### src/verilog/lpc_pkg.sv
package lpc_pkg;
   // Register addresses (7-bit command space)
   localparam logic [6:0] LPC_ADDR_PORT_FIRST = 7'h00;
   localparam logic [6:0] LPC_ADDR_PORT_LAST  = 7'h09;
   localparam logic [6:0] LPC_ADDR_GRP_ALL    = 7'h0a;
   localparam logic [6:0] LPC_ADDR_GRP_LOW    = 7'h0b;
   localparam logic [6:0] LPC_ADDR_GRP_MID    = 7'h0c;
   localparam logic [6:0] LPC_ADDR_GRP_HIGH   = 7'h0d;
   localparam logic [6:0] LPC_ADDR_IN_LOW     = 7'h0e;
   localparam logic [6:0] LPC_ADDR_IN_HIGH    = 7'h0f;
   localparam logic [6:0] LPC_ADDR_CONFIG     = 7'h10;
   // Configuration bit positions
   localparam int LPC_CFG_RUN     = 0;
   localparam int LPC_CFG_CSRUN   = 1;
   localparam int LPC_CFG_RAMP    = 2;
   localparam int LPC_CFG_FADE    = 3;
   localparam int LPC_CFG_HOLD    = 4;
   localparam int LPC_CFG_STAGGER = 5;
   localparam int LPC_CFG_OSC     = 7;
   // Port codes
   localparam logic [7:0] LPC_CODE_LOW     = 8'h00;
   localparam logic [7:0] LPC_CODE_INPUT   = 8'h01;
   localparam logic [7:0] LPC_CODE_SINK    = 8'h02;
   localparam logic [7:0] LPC_CODE_HIZ     = 8'hff;
   localparam logic [7:0] LPC_PORT_RESET   = 8'hff;
   // PWM timing
   localparam logic [7:0] LPC_STAGGER_STEP = 8'h20;
   localparam logic       LPC_OSC_RESET    = 1'b0;
   typedef enum logic [2:0] {LPC_SHUTDOWN, LPC_RUN, LPC_RAMP, LPC_HOLD, LPC_FADE} lpc_mode_t;
endpackage

### src/verilog/lpc_regs.sv
`timescale 1ns/100ps
// Overview of operation
// - Config write D0=0 enters or keeps shutdown; D1 sets chip-select wake enable.
// - In shutdown with wake enabled, a chip-select pulse brings the device out.
// - From shutdown, D0=1 D2=0 enters run at once.
// - From shutdown, D0=1 D2=1 leaves through a ramp-up sequence.
// - D0=1 during hold-off or fade-off aborts it, back to run at once.
// - Read-back D4 shows hold-off, D3 shows fade-off, both with D0=0.
// - Read-back D2/D0 show shutdown, run, ramp-up; D5 and D1 echo settings.
// - Stagger bit 0 puts PWM in phase, 1 staggers outputs.
// - D7 selects internal oscillator with data out, or external clock input.
// - Clock source reset value depends on device variant.
// - Output code 0x01 makes the port a high-impedance logic input.
// - Input registers show pin level for input ports, zero otherwise.
// - Input registers are read-only; writes are discarded.
// - 0x0E returns ports 7..0; 0x0F returns ports 9,8 in D1,D0.
// - Ten 8-bit output registers at consecutive addresses.
// - Group pseudo-addresses write the same data to all ports of the group.
// - Current sinks are static or PWM between 3 and 254 of 256.
// - Output codes select low, input, sink, PWM duty or high impedance.
// - PWM period is 256 pwm_tick counts; staggered ports offset by 32 counts.
// - Reset gives high-impedance ports, reset values and shutdown.
module lpc_regs
   import lpc_pkg::*;
#(
   parameter int  NUM_PORTS = 10,
   parameter logic OSC_DEFAULT = LPC_OSC_RESET
) (
   // Clock and reset
   input  wire logic                 clk,
   input  wire logic                 resetn,
   // Register access from the serial front end
   input  wire logic                 reg_wr,
   input  wire logic                 reg_rd,
   input  wire logic [6:0]           reg_addr,
   input  wire logic [7:0]           reg_wdata,
   output logic      [7:0]           reg_rdata,
   // Shutdown sequencer
   input  wire logic                 cs_wake_pulse,
   input  wire logic                 shutdown_request,
   input  wire logic                 hold_done,
   input  wire logic                 fade_done,
   input  wire logic                 ramp_done,
   output logic      [2:0]           seq_mode,
   // PWM
   input  wire logic                 pwm_tick,
   output logic                      osc_external,
   // Port pins
   input  wire logic [NUM_PORTS-1:0] port_in,
   output logic      [NUM_PORTS-1:0] port_out,
   output logic      [NUM_PORTS-1:0] port_oe,
   output logic      [NUM_PORTS-1:0] input_enable
);
   initial begin
      if (NUM_PORTS != 10) $error("lpc_regs serves exactly ten ports");
   end

   logic [7:0]           port_code [NUM_PORTS];
   lpc_mode_t            mode;
   lpc_mode_t            next_mode;
   logic                 cs_run;
   logic                 stagger;
   logic [7:0]           pwm_count;
   logic [NUM_PORTS-1:0] in_meta;
   logic [NUM_PORTS-1:0] in_sync;
   logic [1:0]           wake_sync;
   logic                 wake_prev;
   logic                 osc_loaded;
   logic                 cfg_wr;

   assign cfg_wr = reg_wr && reg_addr == LPC_ADDR_CONFIG;

   // Pin levels are asynchronous
   always_ff @(posedge clk or negedge resetn) begin
      if (!resetn) begin
         in_meta   <= '0;
         in_sync   <= '0;
         wake_sync <= 2'b00;
         wake_prev <= 1'b0;
      end else begin
         in_meta   <= port_in;
         in_sync   <= in_meta;
         wake_sync <= {wake_sync[0], cs_wake_pulse};
         wake_prev <= wake_sync[1];
      end
   end

   // Output registers and group writes
   generate
      for (genvar p = 0; p < NUM_PORTS; p++) begin : g_port
         logic hit;
         always_comb begin
            hit = 1'b0;
            if (reg_addr == 7'(p))
               hit = 1'b1;
            if (reg_addr == LPC_ADDR_GRP_ALL)
               hit = 1'b1;
            if (reg_addr == LPC_ADDR_GRP_LOW && p < 4)
               hit = 1'b1;
            if (reg_addr == LPC_ADDR_GRP_MID && p >= 4 && p < 8)
               hit = 1'b1;
            if (reg_addr == LPC_ADDR_GRP_HIGH && p >= 8)
               hit = 1'b1;
         end
         always_ff @(posedge clk or negedge resetn) begin
            if (!resetn)
               port_code[p] <= LPC_PORT_RESET;
            else if (reg_wr && hit)
               port_code[p] <= reg_wdata;
         end

         logic [7:0] phase;
         logic       active;
         logic       pwm_on;
         logic       sinking;
         assign phase  = stagger ? 8'(pwm_count + 8'(p % 8) * LPC_STAGGER_STEP) : pwm_count;
         assign active = (mode != LPC_SHUTDOWN);
         assign pwm_on = phase < port_code[p];
         always_comb begin
            sinking = 1'b0;
            case (port_code[p])
               LPC_CODE_LOW:   sinking = 1'b1;
               LPC_CODE_INPUT: sinking = 1'b0;
               LPC_CODE_SINK:  sinking = active;
               LPC_CODE_HIZ:   sinking = 1'b0;
               default:        sinking = active && pwm_on;
            endcase
         end
         // Open-drain: drive low only
         always_ff @(posedge clk or negedge resetn) begin
            if (!resetn) begin
               port_oe[p]      <= 1'b0;
               input_enable[p] <= 1'b0;
            end else begin
               port_oe[p]      <= sinking;
               input_enable[p] <= port_code[p] == LPC_CODE_INPUT;
            end
         end
         assign port_out[p] = 1'b0;
      end
   endgenerate

   // PWM counter, 256 ticks per period
   always_ff @(posedge clk or negedge resetn) begin
      if (!resetn)
         pwm_count <= 8'h00;
      else if (pwm_tick)
         pwm_count <= pwm_count + 8'h01;
   end

   // Configuration settings
   always_ff @(posedge clk or negedge resetn) begin
      if (!resetn) begin
         cs_run       <= 1'b0;
         stagger      <= 1'b0;
         osc_external <= OSC_DEFAULT;
         osc_loaded   <= 1'b0;
      end else begin
         if (!osc_loaded) begin
            osc_external <= OSC_DEFAULT;
            osc_loaded   <= 1'b1;
         end
         if (cfg_wr) begin
            cs_run       <= reg_wdata[LPC_CFG_CSRUN];
            stagger      <= reg_wdata[LPC_CFG_STAGGER];
            osc_external <= reg_wdata[LPC_CFG_OSC];
         end
      end
   end

   // Mode sequencer
   always_comb begin
      next_mode = mode;
      case (mode)
         LPC_SHUTDOWN: begin
            if (cfg_wr && reg_wdata[LPC_CFG_RUN])
               next_mode = reg_wdata[LPC_CFG_RAMP] ? LPC_RAMP : LPC_RUN;
            else if (!cfg_wr && cs_run && wake_sync[1] && !wake_prev)
               next_mode = LPC_RUN;
         end
         LPC_RAMP: begin
            if (cfg_wr && !reg_wdata[LPC_CFG_RUN])
               next_mode = LPC_SHUTDOWN;
            else if (ramp_done)
               next_mode = LPC_RUN;
         end
         LPC_RUN: begin
            if (cfg_wr && !reg_wdata[LPC_CFG_RUN])
               next_mode = LPC_SHUTDOWN;
            else if (shutdown_request)
               next_mode = LPC_HOLD;
         end
         LPC_HOLD, LPC_FADE: begin
            if (cfg_wr && reg_wdata[LPC_CFG_RUN])
               next_mode = LPC_RUN;
            else if (cfg_wr)
               next_mode = LPC_SHUTDOWN;
            else if (mode == LPC_HOLD && hold_done)
               next_mode = LPC_FADE;
            else if (mode == LPC_FADE && fade_done)
               next_mode = LPC_SHUTDOWN;
         end
         default: next_mode = LPC_SHUTDOWN;
      endcase
   end

   always_ff @(posedge clk or negedge resetn) begin
      if (!resetn)
         mode <= LPC_SHUTDOWN;
      else
         mode <= next_mode;
   end
   assign seq_mode = 3'(mode);

   // Read data
   always_ff @(posedge clk or negedge resetn) begin
      if (!resetn) begin
         reg_rdata <= 8'h00;
      end else if (reg_rd) begin
         reg_rdata <= 8'h00;
         if (reg_addr <= LPC_ADDR_PORT_LAST)
            reg_rdata <= port_code[reg_addr[3:0]];
         else if (reg_addr == LPC_ADDR_IN_LOW)
            reg_rdata <= in_sync[7:0] & input_enable[7:0];
         else if (reg_addr == LPC_ADDR_IN_HIGH)
            reg_rdata <= {6'h00, in_sync[9:8] & input_enable[9:8]};
         else if (reg_addr == LPC_ADDR_CONFIG) begin
            reg_rdata[LPC_CFG_OSC]     <= osc_external;
            reg_rdata[LPC_CFG_STAGGER] <= stagger;
            reg_rdata[LPC_CFG_HOLD]    <= mode == LPC_HOLD;
            reg_rdata[LPC_CFG_FADE]    <= mode == LPC_FADE;
            reg_rdata[LPC_CFG_RAMP]    <= mode == LPC_RAMP;
            reg_rdata[LPC_CFG_CSRUN]   <= cs_run;
            reg_rdata[LPC_CFG_RUN]     <= mode == LPC_RUN || mode == LPC_RAMP;
         end
      end
   end
endmodule

### config.mk
export PLATFORM = sky130hd
export DESIGN_NAME = lpc_regs
export DESIGN_NICKNAME = d
export VERILOG_FILES = /design/src/verilog/lpc_pkg.sv /design/src/verilog/lpc_regs.sv
export SDC_FILE = /design/constraint.sdc
export NUM_CORES = 1
export LEC_CHECK = 0
export ABC_AREA = 1
export BUFFER_PORTS_ARGS = -buffer_cell sky130_fd_sc_hd__buf_2
export CORE_UTILIZATION = 40
export DETAILED_ROUTE_END_ITERATION = 7
export MAX_ROUTING_LAYER = met4
export SLEW_MARGIN = 30
export SYNTH_ARGS = -nofsm -noshare
export SYNTH_HDL_FRONTEND = slang
export SYNTH_SLANG_ARGS = --single-unit
### constraint.sdc
create_clock -name clk -period 2.9 [get_ports clk]
set_input_delay 0 -clock clk [delete_from_list [all_inputs] [get_ports clk]]
set_output_delay 0 -clock clk [all_outputs]
set_load 0.005 [all_outputs]
==> metrics <==
cell taking the most area after synthesis dfstp_2; post-detail-place hpwl between 15000 and 20000 um; netlist area before placement 8890 um^2; first-pass GRT wire length 41000 um; area grow syn2layout 13.8%; Max Clock Freq 435 MHz; Critical path origin pwm_count[5]; total power about 8000 uW; crit share post-route 79.2%; WHS 0.0113 ns; FF-to-FF Start pwm_count[5]; Yosys top cell area share 23.6%; port bufs 66; setup tns final 0 ns; Crit. End Element register; # diodes 0; largest net degree at the start of global routing 71; Root Buffer clkbuf_16; Initial Util 40.8%; Core ar. 21800 um^2; top post-synthesis cells by area dfstp_2 24%, dfrtp_1 19%, ha_1 10%, nand2_1 9.5%, inv_1 6.0%; Power per Cell Area 809 nW/um^2; Post-synth ARST share 100%; CP max stage delay 0.58 ns; # DRC 0; initial antenna violation count 0; max_cap viols 0; antenna viol nets, final 0; clock latency on the worst-skew pair 0.43 ns; Hold Fails Final Rpt 0; Post-Syn Area per Cell 8.21 um^2; Cell Chain, Critical Path inv_1 -> ha_1 -> nor2_1 -> nor2_1 -> ha_1 -> nand2_1 -> inv_1 -> nand3_1 -> o21ai_0 -> nor2_1 -> nand2_1 -> a21oi_1; width of the die 151 um; Post-Synthesis Cells 1084; vias in the first global route 7245; clk slew on worst S/H paths 0.07 ns; Final Setup Violations 0; Warnings, synthesis 0; Seq/Total Area, Yosys 42.2%; postcts setup bufs 0; H-tree Lvls 4; Worst EP required 3.26 ns; worst slew pin tran 0.788 ns; most used cell, CP nor2_1; Distinct cells, synth 39; Final nets around 1300; crit path time final 2.30 ns; Primary FF master, synth dfstp_2; Slew HR 47.4%; Tot GR Track Use 25.3%; slack of the critical path 0.602 ns; hold_sp reg_wdata[0]; die area 22800 um^2; CTS sink cnt 146; RSZ-0062 raised after global routing no; Clock Path Buffers 2; total CTS buffers 17; max-slew violations 0; pre-CTS WS about 0.6 ns; clk_skew 0.00822 ns; chip height between 150 and 200 um; DRT Wirelength 26500 um; Hold Crit Class input port to register; critical path arrival 2.65 ns; Pre-antenna DRT Iters 5; slowest CP cell dfrtp_1; Via Count between 7000 and 8000; worst vdd ir ~0.46 mV; clock tree from TritonCTS done; leakage dissipation 0.00472 uW; IO Pins 77; fraction of layout cells with a size suffix above 1 between 20% and 30%; CP max FO 9; Via density 5.28; RePlAce Congestion 0.943; run status complete, no violations; number of DRC markers in iteration 0 between 600 and 700; global route overflow 0; FP Rows 54; CP Launch Type register; #FFs+latches synth 146; kind of critical path register to register; DR WL/cell 18.2 um; Post-synth EDFFs 0
[metal layers]
layer | GRT usage (%) | part of all wire (%) | vias up
li1 | - | - | 3768
met1 | 34.7 | 48 | 3609
met2 | 37.7 | 44 | 270
met3 | 4.37 | 6.1 | 40
met4 | 8.00 | 2.4 | 0
met5 | - | 0 | -
[flip-flops by register name, indices dropped and copies added (netlist names)]
signal	flops
cs_run	1
wake_sync	2
wake_prev	1
reg_rdata	8
in_sync	10
stagger	1
in_meta	10
pwm_count	8
input_enable	10
port_oe	10
port_code	80
osc_loaded	1
seq_mode	3
osc_external	1
[logic make-up after synthesis]
| logic type | Yosys count | synth area share [%] |
|---|---|---|
| AOI/OAI and AO/OA | 219 | 13.9 |
| xor gates and xnor gates | 11 | 1.08 |
| adders and majority gates | 73 | 10.3 |
| buffers and inverters | 184 | 9.12 |
| DFF | 146 | 42.2 |
| muxes | 1 | 0.127 |
| other | 2 | 0.0844 |
| and+or+nand+nor | 448 | 23.2 |
[synth_stat cells, types with 2 or more instances]
cell type  count
nand2_1      224
inv_1        141
o21ai_0       92
nand3_1       85
dfstp_2       80
ha_1          73
dfrtp_1       66
nor2_1        47
nand4_1       41
a21oi_1       39
o21ai_1       39
nor3_1        22
o21ai_2       16
o22ai_1       15
buf_4         13
clkbuf_1      13
nand2_2       13
a21o_1        10
xor2_1        10
buf_6          9
nand2_4        5
inv_2          4
nor2_4         4
buf_2          3
conb_1         2
nand3_2        2
nor2_2         2
o211ai_2       2
o31ai_1        2
[worst max-delay path: cells and delay by family (launching register included)]
family	cells	cell delay (ns)
and+or+nand+nor	6	0.66
adders and majority gates	2	0.64
DFF	1	0.58
AOI/OAI and AO/OA	2	0.19
buffers and inverters	2	0.17
[repair_timing]
action                                 in CTS  in global routing
hold buffers                               16                  0
endpoints found under the hold margin      93                  0
resized for setup                           0                  0
[power by group]
group / switching (uW) / total, uW / internal [uW]
Combinational: 1770 / 2920 / 1150
Clock: 983 / 2100 / 1120
Sequential: 565 / 3160 / 2590
Total: 3320 / 8180 / 4870
[path summary, 6_finish.rpt]
check / slack [ns] / depth (start not counted) / end
worst max-delay path: 0.60 / 12 / port_oe[9]
min in group asynchronous: 0.14 / 2 / wake_prev
max in group asynchronous: 1.94 / 3 / port_code[63]
worst min-delay path: 0.01 / 5 / seq_mode[1]
worst max register to register: 0.60 / 12 / port_oe[9]
worst min register to register: 0.35 / 0 / in_sync[9]
[layout by cell type (no fill, tap or decap), types with 5 or more instances in the layout]
master and n:
o21ai_2 16, o21ai_1 39, nand4_1 41, dfstp_2 80, buf_4 5, a21oi_1 39, a21o_1 10, dfrtp_1 66
nand3_1 85, xor2_1 10, nand2_4 5, nor3_1 22, ha_1 73, dlygate4sd3_1 16, buf_2 65, conb_1 11
o22ai_1 15, o21ai_0 92, clkbuf_16 17, nand2_2 13, nor2_1 47, inv_1 141, nand2_1 224
[layout make-up]
| type | count | area [um^2] |
|---|---|---|
| well taps | 280 | 350 |
| multi-input cells | 763 | 4360 |
| repair buffers | 88 | 554 |
| flip-flops and latches | 146 | 3750 |
| inverters | 146 | 548 |
| clock inverters | 14 | 123 |
| clock buffers | 18 | 429 |
| fillers | 2171 | 11700 |
[per-stage QoR]
step,cells,cell area [um^2],utilization [%]
floorplan,1093,8930,-
global placement,1407,9410,43.1
CTS,1455,10100,46.4
global route,1455,10100,46.4
finish,1455,10100,46.4
detailed placement,1407,9410,43.1
Note: power is estimated with default switching activity, not from simulation.
